`config.mk`:
```
export PLATFORM = sky130hd
export DESIGN_NAME = uid_ctrl
export DESIGN_NICKNAME = d
export VERILOG_FILES = /design/src/rtl/uid_ctrl.v
export VERILOG_INCLUDE_DIRS = /design/src /design/src/rtl
export SDC_FILE = /design/constraint.sdc
export NUM_CORES = 2
export LEC_CHECK = 0
export CAP_MARGIN = 0
export CORE_ASPECT_RATIO = 1.75
export CORE_MARGIN = 8
export CORE_UTILIZATION = 25
export CTS_CLUSTER_DIAMETER = 150
export DETAILED_ROUTE_END_ITERATION = 16
export DONT_BUFFER_PORTS = 1
export GPL_TIMING_DRIVEN = 1
export PLACE_DENSITY = 0.36
export RECOVER_POWER = 50
export SLEW_MARGIN = 20
export SYNTH_ARGS = -nofsm -noshare
export SYNTH_HDL_FRONTEND = slang
export SYNTH_SLANG_ARGS = --single-unit
```
`constraint.sdc`:
```
create_clock -name pclk -period 6.8 [get_ports pclk]
set_clock_uncertainty 0.2 [all_clocks]
set_input_delay 0.68 -clock pclk [delete_from_list [all_inputs] [get_ports pclk]]
set_output_delay 0.68 -clock pclk [all_outputs]
set_load 0.02 [all_outputs]
```
`src/rtl/uid_defines.vh`:
```
// Purpose: constants for the uart interrupt and dma request block
// Assumes: 32-bit apb, byte addresses, one aligned word per register
// Notes: included by uid_ctrl.v and by the testbench
`ifndef UID_DEFINES_VH
`define UID_DEFINES_VH

// register byte offsets
`define UID_OFF_DATA 8'h00
`define UID_OFF_IER 8'h04
`define UID_OFF_FIFO_CONTROL_REG 8'h08
`define UID_OFF_LSR 8'h0c
`define UID_OFF_MSR 8'h10
`define UID_OFF_CTRL 8'h14
`define UID_OFF_LEVEL 8'h18
`define UID_OFF_BAUD 8'h1c

// irq_enable_reg fields
`define UID_IER_RDA 0
`define UID_IER_TX_HOLD_EMPTY 1
`define UID_IER_RLS 2
`define UID_IER_MS 3
`define UID_IER_TX_THRESHOLD_MODE_EN 7
`define UID_IER_RST 8'h00

// fifo_control_reg fields
`define UID_FCR_FIFOE 0
`define UID_FCR_RXRST 1
`define UID_FCR_TXRST 2
`define UID_FCR_TET_LO 4
`define UID_FCR_RT_LO 6
`define UID_FCR_RST 8'h00

// ctrl register fields
`define UID_CTRL_AFCE 0
`define UID_CTRL_RST 8'h00

// baud divisor reset value
`define UID_BAUD_RST 16'h0001

// irq_identity_reg source codes
`define UID_IID_RLS 4'h6
`define UID_IID_RDA 4'h4
`define UID_IID_CTO 4'hc
`define UID_IID_TX_HOLD_EMPTY 4'h2
`define UID_IID_MS 4'h0
`define UID_IID_NONE 4'h1

// decoded tx empty-trigger watermarks
`define UID_TET_L0 8'h00
`define UID_TET_L1 8'h10
`define UID_TET_L2 8'h20
`define UID_TET_L3 8'h40

// decoded rx trigger watermarks
`define UID_RT_L0 8'h01
`define UID_RT_L1 8'h20
`define UID_RT_L2 8'h40
`define UID_RT_L3 8'h7e

// character timing
`define UID_BIT_TICKS 16
`define UID_CHAR_BITS 10
`define UID_TO_CHARS 4

`endif

```
`src/rtl/uid_ctrl.v`:
```
// Purpose: interrupt prioritisation, fifo watermarks and dma requests of a uart
// Assumes: pclk 25 MHz, presetn released by the reset manager once software frees it
// Notes: serial framing lives outside; it pushes received characters and takes tx characters
// Contract
// - line status irq: errors, cleared by lsr read
// - rx data irq at trigger or any char
// - timeout after four idle character times
// - tx_hold_empty irq: empty or at/below threshold
// - tx_hold_empty cleared by iir read, write, level
// - modem irq on input changes, msr read clears
// - no cts irq while auto flow control
// - irq when any enabled source active
// - rx data and timeout share enable
// - identity register reports pending source
// - threshold mode drives tx_hold_empty and tx dma; here tx dma follows the watermark in both modes
// - four tx empty-trigger thresholds
// - empty-trigger value one means sixteen entries
// - threshold mode: lsr empty flag shows full
// - normal mode: flags show empty transmitter
// - separate tx/rx dma, single and burst
// - tx dma when level at/below watermark
// - empty tx fifo leaves line idle
// - held in reset until software release
// - rx dma when level at/above trigger
// - one bit time is sixteen baud ticks
//
// Decided for this implementation: the register offsets and the APB register port.
`timescale 1ns/1ps
`include "uid_defines.vh"

module uid_ctrl #(
    parameter DEPTH = 128,
    parameter AW = 7
) (
    input wire pclk,
    input wire presetn,
    input wire psel,
    input wire penable,
    input wire pwrite,
    input wire [7:0] paddr,
    input wire [31:0] pwdata,
    output reg [31:0] prdata,
    output reg pready,
    output reg pslverr,
    input wire rx_push,
    input wire [7:0] rx_data,
    input wire rx_parity_err,
    input wire rx_frame_err,
    input wire rx_break,
    input wire tx_take,
    output reg tx_valid,
    output reg [7:0] tx_data,
    input wire cts_n,
    input wire dsr_n,
    input wire ri_n,
    input wire dcd_n,
    output reg irq,
    output reg dma_tx_req,
    output reg dma_tx_single,
    output reg dma_rx_req,
    output reg dma_rx_single
);

    localparam [11:0] TO_TICKS = `UID_BIT_TICKS * `UID_CHAR_BITS * `UID_TO_CHARS;
    localparam [AW:0] DEPTH_C = DEPTH;

    reg [7:0] tx_mem [0:DEPTH-1];
    reg [7:0] rx_mem [0:DEPTH-1];
    reg [AW-1:0] tx_wr_reg, tx_rd_reg, rx_wr_reg, rx_rd_reg;
    reg [AW:0] tx_cnt_reg, rx_cnt_reg;
    reg [7:0] irq_enable_reg, fifo_control_reg, ctrl_reg;
    reg [15:0] baud_reg, div_cnt_reg;
    reg [11:0] to_cnt_reg;
    reg baud_tick_reg;
    reg ovr_reg, par_reg, frm_reg, brk_reg;
    reg to_flag_reg, tx_hold_empty_pend_reg, tx_hold_empty_cond_prev_reg;
    reg [3:0] ms_s1_reg, ms_s2_reg, ms_prev_reg, ms_delta_reg;
    reg rd_ok_reg, iir_tx_hold_empty_src_reg;
    reg [3:0] iid;
    reg [31:0] rdata;
    reg addr_ok;

    wire fifo_en = fifo_control_reg[`UID_FCR_FIFOE];
    wire afce_on = ctrl_reg[`UID_CTRL_AFCE] & fifo_en;
    wire thr_mode = irq_enable_reg[`UID_IER_TX_THRESHOLD_MODE_EN] & fifo_en;
    // with fifos off the buffers behave as single holding registers
    wire [AW:0] cap = fifo_en ? DEPTH_C : {{AW{1'b0}}, 1'b1};
    wire tx_full = (tx_cnt_reg >= cap);
    wire rx_full = (rx_cnt_reg >= cap);
    wire setup = psel & ~penable;
    wire acc = psel & penable & pready;
    wire wr = acc & pwrite;
    wire rd = acc & ~pwrite;
    wire wr_fcr = wr & (paddr == `UID_OFF_FIFO_CONTROL_REG);
    wire tx_flush = wr_fcr & (pwdata[`UID_FCR_TXRST] | (pwdata[`UID_FCR_FIFOE] != fifo_en));
    wire rx_flush = wr_fcr & (pwdata[`UID_FCR_RXRST] | (pwdata[`UID_FCR_FIFOE] != fifo_en));
    wire tx_push = wr & (paddr == `UID_OFF_DATA) & ~tx_full;
    wire tx_pop = tx_take & tx_valid;
    wire rx_pop = rd & (paddr == `UID_OFF_DATA) & rd_ok_reg;
    wire rx_in = rx_push & ~rx_full;
    wire lsr_rd = rd & (paddr == `UID_OFF_LSR);
    wire msr_rd = rd & (paddr == `UID_OFF_MSR);
    wire iir_rd = rd & (paddr == `UID_OFF_FIFO_CONTROL_REG);
    wire to_restart = rx_in | rx_pop | rx_flush | (rx_cnt_reg == 0) | ~fifo_en;

    reg [7:0] tet_lvl, rt_lvl;
    always @* begin
        case (fifo_control_reg[`UID_FCR_TET_LO +: 2])
            2'd0: tet_lvl = `UID_TET_L0;
            2'd1: tet_lvl = `UID_TET_L1;
            2'd2: tet_lvl = `UID_TET_L2;
            default: tet_lvl = `UID_TET_L3;
        endcase
        case (fifo_control_reg[`UID_FCR_RT_LO +: 2])
            2'd0: rt_lvl = `UID_RT_L0;
            2'd1: rt_lvl = `UID_RT_L1;
            2'd2: rt_lvl = `UID_RT_L2;
            default: rt_lvl = `UID_RT_L3;
        endcase
    end

    wire tx_at_wm = ({1'b0, tx_cnt_reg} <= {1'b0, tet_lvl});
    wire rx_at_rt = ({1'b0, rx_cnt_reg} >= {1'b0, rt_lvl});
    // threshold mode swaps the meaning of the tx_hold_empty condition
    wire tx_hold_empty_cond = thr_mode ? tx_at_wm : (tx_cnt_reg == 0);
    wire rls_act = ovr_reg | par_reg | frm_reg | brk_reg;
    wire rda_act = fifo_en ? rx_at_rt : (rx_cnt_reg != 0);
    wire ms_act = |ms_delta_reg[3:1] | (ms_delta_reg[0] & ~afce_on);

    always @* begin
        if (irq_enable_reg[`UID_IER_RLS] & rls_act) begin
            iid = `UID_IID_RLS;
        end else if (irq_enable_reg[`UID_IER_RDA] & rda_act) begin
            iid = `UID_IID_RDA;
        end else if (irq_enable_reg[`UID_IER_RDA] & to_flag_reg) begin
            iid = `UID_IID_CTO;
        end else if (irq_enable_reg[`UID_IER_TX_HOLD_EMPTY] & tx_hold_empty_pend_reg) begin
            iid = `UID_IID_TX_HOLD_EMPTY;
        end else if (irq_enable_reg[`UID_IER_MS] & ms_act) begin
            iid = `UID_IID_MS;
        end else begin
            iid = `UID_IID_NONE;
        end
    end

    always @* begin
        rdata = 32'h0000_0000;
        addr_ok = 1'b1;
        if (paddr == `UID_OFF_DATA) begin
            rdata[7:0] = rx_mem[rx_rd_reg];
        end else if (paddr == `UID_OFF_IER) begin
            rdata[7:0] = irq_enable_reg;
        end else if (paddr == `UID_OFF_FIFO_CONTROL_REG) begin
            rdata[7:0] = {fifo_en, fifo_en, 2'b00, iid};
        end else if (paddr == `UID_OFF_LSR) begin
            rdata[0] = (rx_cnt_reg != 0);
            rdata[1] = ovr_reg;
            rdata[2] = par_reg;
            rdata[3] = frm_reg;
            rdata[4] = brk_reg;
            rdata[5] = thr_mode ? tx_full : (tx_cnt_reg == 0);
            rdata[6] = (tx_cnt_reg == 0);
        end else if (paddr == `UID_OFF_MSR) begin
            rdata[7:0] = {~ms_s2_reg, ms_delta_reg};
        end else if (paddr == `UID_OFF_CTRL) begin
            rdata[7:0] = ctrl_reg;
        end else if (paddr == `UID_OFF_LEVEL) begin
            rdata[AW:0] = tx_cnt_reg;
            rdata[16+AW:16] = rx_cnt_reg;
        end else if (paddr == `UID_OFF_BAUD) begin
            rdata[15:0] = baud_reg;
        end else begin
            addr_ok = 1'b0;
        end
    end

    // storage arrays carry no reset; counters define what is valid
    always @(posedge pclk) begin
        if (tx_push) begin
            tx_mem[tx_wr_reg] <= pwdata[7:0];
        end
        if (rx_in) begin
            rx_mem[rx_wr_reg] <= rx_data;
        end
    end

    // presetn is the reset manager's hold, released only by software
    always @(posedge pclk or negedge presetn) begin
        if (!presetn) begin
            prdata <= 32'h0000_0000;
            pready <= 1'b0;
            pslverr <= 1'b0;
            rd_ok_reg <= 1'b0;
            iir_tx_hold_empty_src_reg <= 1'b0;
            irq_enable_reg <= `UID_IER_RST;
            fifo_control_reg <= `UID_FCR_RST;
            ctrl_reg <= `UID_CTRL_RST;
            baud_reg <= `UID_BAUD_RST;
        end else begin
            // no wait state: data is captured in setup, answered in the first access cycle
            pready <= setup;
            pslverr <= setup & ~addr_ok;
            if (setup) begin
                prdata <= pwrite ? 32'h0000_0000 : rdata;
                rd_ok_reg <= (rx_cnt_reg != 0);
                iir_tx_hold_empty_src_reg <= (iid == `UID_IID_TX_HOLD_EMPTY);
            end
            if (wr & (paddr == `UID_OFF_IER)) begin
                irq_enable_reg <= {pwdata[7], 3'b000, pwdata[3:0]};
            end
            if (wr_fcr) begin
                fifo_control_reg <= {pwdata[7:4], 3'b000, pwdata[`UID_FCR_FIFOE]};
            end
            if (wr & (paddr == `UID_OFF_CTRL)) begin
                ctrl_reg <= {7'h00, pwdata[`UID_CTRL_AFCE]};
            end
            if (wr & (paddr == `UID_OFF_BAUD)) begin
                baud_reg <= pwdata[15:0];
            end
        end
    end

    // fifo pointers and counts; depth fixed by DEPTH
    always @(posedge pclk or negedge presetn) begin
        if (!presetn) begin
            tx_wr_reg <= {AW{1'b0}};
            tx_rd_reg <= {AW{1'b0}};
            tx_cnt_reg <= {(AW+1){1'b0}};
            rx_wr_reg <= {AW{1'b0}};
            rx_rd_reg <= {AW{1'b0}};
            rx_cnt_reg <= {(AW+1){1'b0}};
        end else begin
            if (tx_flush) begin
                tx_wr_reg <= {AW{1'b0}};
                tx_rd_reg <= {AW{1'b0}};
                tx_cnt_reg <= {(AW+1){1'b0}};
            end else begin
                if (tx_push) begin
                    tx_wr_reg <= tx_wr_reg + 1'b1;
                end
                if (tx_pop) begin
                    tx_rd_reg <= tx_rd_reg + 1'b1;
                end
                if (tx_push & ~tx_pop) begin
                    tx_cnt_reg <= tx_cnt_reg + 1'b1;
                end else if (tx_pop & ~tx_push) begin
                    tx_cnt_reg <= tx_cnt_reg - 1'b1;
                end
            end
            if (rx_flush) begin
                rx_wr_reg <= {AW{1'b0}};
                rx_rd_reg <= {AW{1'b0}};
                rx_cnt_reg <= {(AW+1){1'b0}};
            end else begin
                if (rx_in) begin
                    rx_wr_reg <= rx_wr_reg + 1'b1;
                end
                if (rx_pop) begin
                    rx_rd_reg <= rx_rd_reg + 1'b1;
                end
                if (rx_in & ~rx_pop) begin
                    rx_cnt_reg <= rx_cnt_reg + 1'b1;
                end else if (rx_pop & ~rx_in) begin
                    rx_cnt_reg <= rx_cnt_reg - 1'b1;
                end
            end
        end
    end

    // baud tick divider and character timeout counter
    always @(posedge pclk or negedge presetn) begin
        if (!presetn) begin
            div_cnt_reg <= 16'h0000;
            baud_tick_reg <= 1'b0;
            to_cnt_reg <= 12'h000;
            to_flag_reg <= 1'b0;
        end else begin
            if (div_cnt_reg + 16'h0001 >= baud_reg) begin
                div_cnt_reg <= 16'h0000;
                baud_tick_reg <= 1'b1;
            end else begin
                div_cnt_reg <= div_cnt_reg + 16'h0001;
                baud_tick_reg <= 1'b0;
            end
            // any accepted rx push, read or flush, an empty rx fifo or fifos off restarts the idle measurement
            if (to_restart) begin
                to_cnt_reg <= 12'h000;
            end else if (baud_tick_reg & (to_cnt_reg != TO_TICKS)) begin
                to_cnt_reg <= to_cnt_reg + 12'h001;
            end
            // set only on the step into the limit, so a buffer read can clear it
            if (~to_restart & baud_tick_reg & (to_cnt_reg == TO_TICKS - 12'h001)) begin
                to_flag_reg <= 1'b1;
            end else if (rx_pop | rx_flush) begin
                to_flag_reg <= 1'b0;
            end
        end
    end

    // sticky line errors; an event in the clearing cycle wins
    always @(posedge pclk or negedge presetn) begin
        if (!presetn) begin
            ovr_reg <= 1'b0;
            par_reg <= 1'b0;
            frm_reg <= 1'b0;
            brk_reg <= 1'b0;
        end else begin
            ovr_reg <= (rx_push & rx_full) | (ovr_reg & ~lsr_rd);
            par_reg <= (rx_push & rx_parity_err) | (par_reg & ~lsr_rd);
            frm_reg <= (rx_push & rx_frame_err) | (frm_reg & ~lsr_rd);
            brk_reg <= rx_break | (brk_reg & ~lsr_rd);
        end
    end

    // modem inputs cross from the pins through two flops
    always @(posedge pclk or negedge presetn) begin
        if (!presetn) begin
            ms_s1_reg <= 4'hf;
            ms_s2_reg <= 4'hf;
            ms_prev_reg <= 4'hf;
            ms_delta_reg <= 4'h0;
        end else begin
            ms_s1_reg <= {dcd_n, ri_n, dsr_n, cts_n};
            ms_s2_reg <= ms_s1_reg;
            ms_prev_reg <= ms_s2_reg;
            ms_delta_reg <= (ms_s2_reg ^ ms_prev_reg) | (ms_delta_reg & {4{~msr_rd}});
        end
    end

    // tx_hold_empty pending flag fires on the rising edge of its condition
    always @(posedge pclk or negedge presetn) begin
        if (!presetn) begin
            tx_hold_empty_cond_prev_reg <= 1'b0;
            tx_hold_empty_pend_reg <= 1'b0;
        end else begin
            tx_hold_empty_cond_prev_reg <= tx_hold_empty_cond;
            if (tx_hold_empty_cond & ~tx_hold_empty_cond_prev_reg) begin
                tx_hold_empty_pend_reg <= 1'b1;
            end else if ((iir_rd & iir_tx_hold_empty_src_reg) | (~thr_mode & tx_push) | (thr_mode & ~tx_hold_empty_cond)) begin
                tx_hold_empty_pend_reg <= 1'b0;
            end
        end
    end

    // registered outputs toward serializer, dma and interrupt controller
    always @(posedge pclk or negedge presetn) begin
        if (!presetn) begin
            tx_valid <= 1'b0;
            tx_data <= 8'h00;
            irq <= 1'b0;
            dma_tx_req <= 1'b0;
            dma_tx_single <= 1'b0;
            dma_rx_req <= 1'b0;
            dma_rx_single <= 1'b0;
        end else begin
            // an empty fifo drops valid, so the serializer idles in stop state
            tx_valid <= (tx_cnt_reg != 0) & ~tx_pop & ~tx_flush & ~(afce_on & ms_s2_reg[0]);
            tx_data <= tx_mem[tx_rd_reg];
            irq <= (iid != `UID_IID_NONE);
            dma_tx_req <= tx_at_wm;
            dma_tx_single <= ~tx_full;
            dma_rx_req <= fifo_en ? rx_at_rt : (rx_cnt_reg != 0);
            dma_rx_single <= (rx_cnt_reg != 0);
        end
    end

endmodule

```
== Word level (Yosys, flattened, before mapping) ==
Memory sizes are Yosys's and may differ from the RTL's. A register that Yosys moved wholly into a read port is not among the register bits.
Index checks and enable logic that the tools add are counted.
Cells by class
  $add $sub $neg: 10
  $lt $le $gt $ge: 5
  equality and inequality tests: 16
  muxes and demuxes: 62
  bitwise logic cells: 91
  reduce and logical (&&, ||, !) cells: 18
Operators by type and width (number)
  2-to-1 mux 8 bit: 15
  2-to-1 mux 16 bit: 7
  2-to-1 mux 7 bit: 9
  bitwise AND 1 bit: 51
  case mux 7 bit (3 select lines): 2
  equality test 8 x 5 -> 1 bit (second input constant): 4
  adder 7 x 1 -> 7 bit (second input constant): 4
  greater-or-equal comparator 8 bit: 3
  zero test 8 bit: 3
  2-to-1 mux 12 bit: 2
  2-to-1 mux 24 bit: 1
  2-to-1 mux 1 bit: 21
  inverter 1 bit: 19
  2-to-1 mux 17 bit: 1
  bitwise OR 1 bit: 17
  adder 16 x 1 -> 16 bit (second input constant): 1
  adder 8 x 1 -> 8 bit (second input constant): 2
  equality test 8 x 4 -> 1 bit (second input constant): 2
  greater-or-equal comparator 16 bit: 1
  nonzero test 8 bit: 2
  subtractor 8 x 1 -> 8 bit (second input constant): 2
  nonzero test 2 bit: 7
  adder 12 x 1 -> 12 bit (second input constant): 1
  equality test 12 x 10 -> 1 bit (second input constant): 1
  other kinds (18): 24
Storage, ports and cells
  bits in registers: 165
  memory bits (writable): 2048
  input bits: 62
  output and inout bits: 48
  logic and storage cells: 239
  memories kept: 2
Memories
  rx_mem: depth 128, width 8, read ports 1, clocked after memory_dff 0, wr ports 1, line uid_ctrl.v:68  | reg [7:0] rx_mem [0:DEPTH-1];
  tx_mem: depth 128, width 8, read ports 1, clocked after memory_dff 1, wr ports 1, line uid_ctrl.v:67  | reg [7:0] tx_mem [0:DEPTH-1];

== Depth between registers and ports, before layout ==
  word-level depth: 14
  mapped depth: 17
  mapped depth without buffers: 15

== Least setup slack after synthesis ==
Ideal clock, no wire load.
  path type: input port to flip-flop
  start: in paddr[1]
  end: reg tx_cnt_reg[7]
  setup time: 0.131 ns
  data arrival time: 3.777 ns
  setup slack: 2.692 ns
  cell stages on the path: 12
  buffers on the path: 0
  path through: nor4_2 > nand4_1 > a2111oi_4 > nand2_1 > ha_1 > a21o_1 > a21oi_1 > o21ai_0 > a2111oi_0 > o21a_1 > o21ai_0 > nor3b_1
Between the ends
  cells in the longest elaborated chain, start to end: 6
RTL lines
  start, declared: line uid_ctrl.v:40  | input wire [7:0] paddr,
  zero test 8 bit (no line)
  bitwise AND 1 bit (2 in series): line uid_ctrl.v:97  | wire tx_push = wr & (paddr == `UID_OFF_DATA) & ~tx_full;
  bitwise AND 1 bit / inverter 1 bit (equally long branches): line uid_ctrl.v:244, uid_ctrl.v:246
  2-to-1 mux 8 bit / bitwise AND 1 bit (equally long branches): line uid_ctrl.v:244, uid_ctrl.v:246
  2-to-1 mux 8 bit / nonzero test 3 bit (equally long branches)
  end signal, assigned: line uid_ctrl.v:236  | tx_cnt_reg <= {(AW+1){1'b0}};
  end signal, assigned: line uid_ctrl.v:245  | tx_cnt_reg <= tx_cnt_reg + 1'b1;
  end signal, assigned: line uid_ctrl.v:247  | tx_cnt_reg <= tx_cnt_reg - 1'b1;
  end, declared: line uid_ctrl.v:70  | reg [AW:0] tx_cnt_reg, rx_cnt_reg;
Parallel ways exist; a longest one is shown, timed or not.
A chain may end at the register's enable or synchronous reset.

== Worst setup path after layout ==
  start: in rx_data[1]
  end: mem rx_mem[113][1], data pin
RTL lines
  start, declared: line uid_ctrl.v:46  | input wire [7:0] rx_data,
  end, declared: line uid_ctrl.v:68
Straight into the memory's write port.

==> metrics.txt <==
register area share after synthesis=74.9%; Reg-to-Reg Start=rx_cnt_reg[3]$_DFFE_PN0P_; post-DP HPWL=174000 µm; Hold Crit Class=primary input to flop; prevailing post-synth register cell=edfxtp_1; Cells after Synth=approximately 4.4k; Overflow after GRT=0; Yosys top cell by area=edfxtp_1; Rel. slew slack=-294%; Worst-Margin Slew=between 5 and 6 ns; max_cap viols=18; Final min period=5.64 ns; non-filler cells, final=around 9.4k; initial antenna violation count=26; layout cells sized above 1=21.3%; combinational power share=~17%; Leak=30.8 nW; DP Worst Slack=1.88 ns; top cell type's share of synthesized area=70.1%; Setup crit start=rx_data[1]; Fin. Hold Viols=0; Clock transition at path regs=0.06 ns; CP Max Fanout=between 100 and 150; vias per std cell=4.54; port bufs=0; placed inst area=~0.093 mm²; register bit total from synthesis=about 2.2k; CP Depth=2; final worst setup slack=~1.2 ns; Layout Nets=between 4k and 5k; met2 usage=28.6%; Clock Tree Root=clkbuf_16; crit path capture type=flop; Syn. warnings=0; Initial Util=25.1%; Crit Path Category=primary input to flop; top-count cell post-synth=edfxtp_1; Critical Path AT=around 5.3 ns; CP Capture Point=rx_mem[113][1]$_DFFE_PP_; CP required=roughly 6.5 ns; Post-CTS Resized=0; EDFF count, synth=2048; met3 Use GR=2.19%; synth cell count leaders=edfxtp_1 (2048), mux4_2 (552), nor2_1 (366); worst hold slack=between 0.1 and 0.15 ns; design area=0.101 mm²; Initial DRC Count=approximately 2.9k; GRT Total Usage=between 10 and 15%; IR drop worst, VDD=0.232 mV; crit path cell chain=dlygate4sd3_1 -> dlymetal6s4s_1; failing checks=max-capacitance violations, max-slew violations; # fillers=roughly 34k; total routed wirelength=roughly 280000 µm; RSZ-0062 raised after global routing=no; Final period util=82.9%; Yosys cell types=81; most used routing layer=met2; global-route wire length before repair=between 300000 and 400000 µm; CP max stage delay=3.57 ns; Placed Cells=8900; number of global-route vias before repair=between 40k and 50k; TritonCTS buffer count=223; CP max stage cell=dlymetal6s4s_1; Setup TNS=0 ns; Area Overhead vs Synth=15.1%; average routed wire per standard cell=29.8 µm; Worst Path Buf+Inv=2; drt drc=0; Top Registers=rx_mem (1024), tx_mem (1024), prdata (24); Die W=464 µm; core area=0.349 mm²; io pins=between 100 and 150; startpoint types=primary input; Area contributors post-synth=edfxtp_1 (70%), mux4_2 (14%), dfrtp_1 (4.3%), nor2_1 (1.6%), mux2i_1 (1.3%); clk sinks=roughly 2.2k; insertion delay to the later sink of the worst-skew pair=between 0.8 and 0.9 ns; R2R Path End=rx_cnt_reg[7]$_DFFE_PN0P_; Peak Freq=177 MHz; Antenna Nets Post-Route=0; sequential share of power=46.6%; synthesized cell area=0.0877 mm²; Async SR Flop Fraction=7.46%; Sw Ratio=around 27%; outcome=finished with violations; FF-to-FF path depth=12; H-tree depth=4; fin. max-slew vios=roughly 2.1k; die span in y=799 µm; Int Power=24.4 mW; Reg2Reg Setup Slack=2.02 ns; die area=0.371 mm²; syn_area_per_cell=19.8 µm²; Worst path top cell family by delay=buffers and inverters; Via Count=42.5k; Clock Power Share=36.8%; hold_buf cts=46; RePlAce Congestion=0.783; final setup fails=0; largest net degree at the start of global routing=around 170; Post-CTS Repair Setup Buffers=0; pwr dens=330 mW/mm²; M1 GR Usage=between 10% and 20%; net switching power figure=8.97 mW; Clock Path Buffers=4; DRT Pass-1 Iters=5; Site Rows=about 290; CTS tree=yes
[cell type report]
class	count	area (µm²)	area share, %
sequential	2213	65700	65.1
multi-input combinational	1934	20900	20.7
clock buffer	282	5980	5.93
tap	4624	5790	5.73
timing repair buffer	129	1340	1.32
clock inverter	117	1040	1.03
inverter	50	189	0.187
antenna	16	40.0	0.0397
[through the flow]
stage	power [mW]	utilization, %
5_1_grt	34.5	28.9
3_3_place_gp	21.3	26.7
4_1_cts	34.0	29.0
3_5_place_dp	21.3	26.7
2_1_floorplan	19.1	-
6_report	33.3	28.9
[worst min-delay path by stage]
| stage | startpoint | end | slack, ns | cells past startpoint |
|---|---|---|---|---|
| 4_1_cts | pwdata[7] | tx_mem[23][7]$_DFFE_PP_ | 0.008 | 1 |
| 2_1_floorplan | ms_s1_reg[0]$_DFF_PN1_ | ms_s2_reg[0]$_DFF_PN1_ | 0.15 | 0 |
| 6_report | tx_take | tx_rd_reg[4]$_DFFE_PN0P_ | 0.14 | 4 |
| 5_1_grt | dsr_n | ms_s1_reg[1]$_DFF_PN1_ | 0.08 | 1 |
| 3_5_place_dp | ms_s1_reg[2]$_DFF_PN1_ | ms_s2_reg[2]$_DFF_PN1_ | 0.15 | 0 |
| 3_3_place_gp | ms_s1_reg[3]$_DFF_PN1_ | ms_s2_reg[3]$_DFF_PN1_ | 0.15 | 0 |
[routing by layer]
metal	wire length (µm)	part of all wire (%)	vias up
met1	102000	37	23000
li1	-	-	18300
met5	31	0.011	-
met3	9910	3.5	390
met2	156000	56	810
met4	11200	4.0	4
[worst min-delay path: cells and delay by family]
kind | cells | cell delay, ns
simple gates | 3 | 0.43
xor+xnor | 1 | 0.07
[power groups by stage]
stage	clock network, mW	logic, mW	registers (mW)
2_1_floorplan	0	3.63	15.4
3_3_place_gp	0	5.51	15.8
3_5_place_dp	0	5.50	15.8
4_1_cts	12.7	5.83	15.5
5_1_grt	13.1	5.88	15.6
6_report	12.3	5.54	15.5
[cell families after synthesis]
kind of cell | share of synthesized area, %
muxes | 15.7
DFF | 74.9
xor gates and xnor gates | 0.621
buffers and inverters | 1.41
AOI/OAI and AO/OA | 2.71
other | 0.00428
and+or+nand+nor | 3.93
adders and majority gates | 0.745
[cell usage in the layout, fill, tap and decap left out, types with 14 or more instances in the layout]
master	count
a31oi_1	14
nor2b_1	28
o22ai_1	43
clkbuf_8	14
nor3_1	18
dfrtp_1	144
mux2_2	21
nand2_1	219
and3_1	22
ha_1	49
clkbuf_1	44
dlygate4sd3_1	32
nand4_1	21
diode_2	16
mux2i_1	111
o211ai_1	18
xnor2_1	36
xor2_1	23
clkbuf_16	225
nand3_1	43
inv_1	44
a21oi_1	58
a221oi_1	16
clkinv_1	50
mux4_2	552
nor2_1	364
buf_12	15
clkinv_2	36
buf_4	63
a22o_1	21
edfxtp_1	2048
a22oi_1	25
bufinv_16	16
o21ai_0	58
Power figures use the tool's default switching activity.
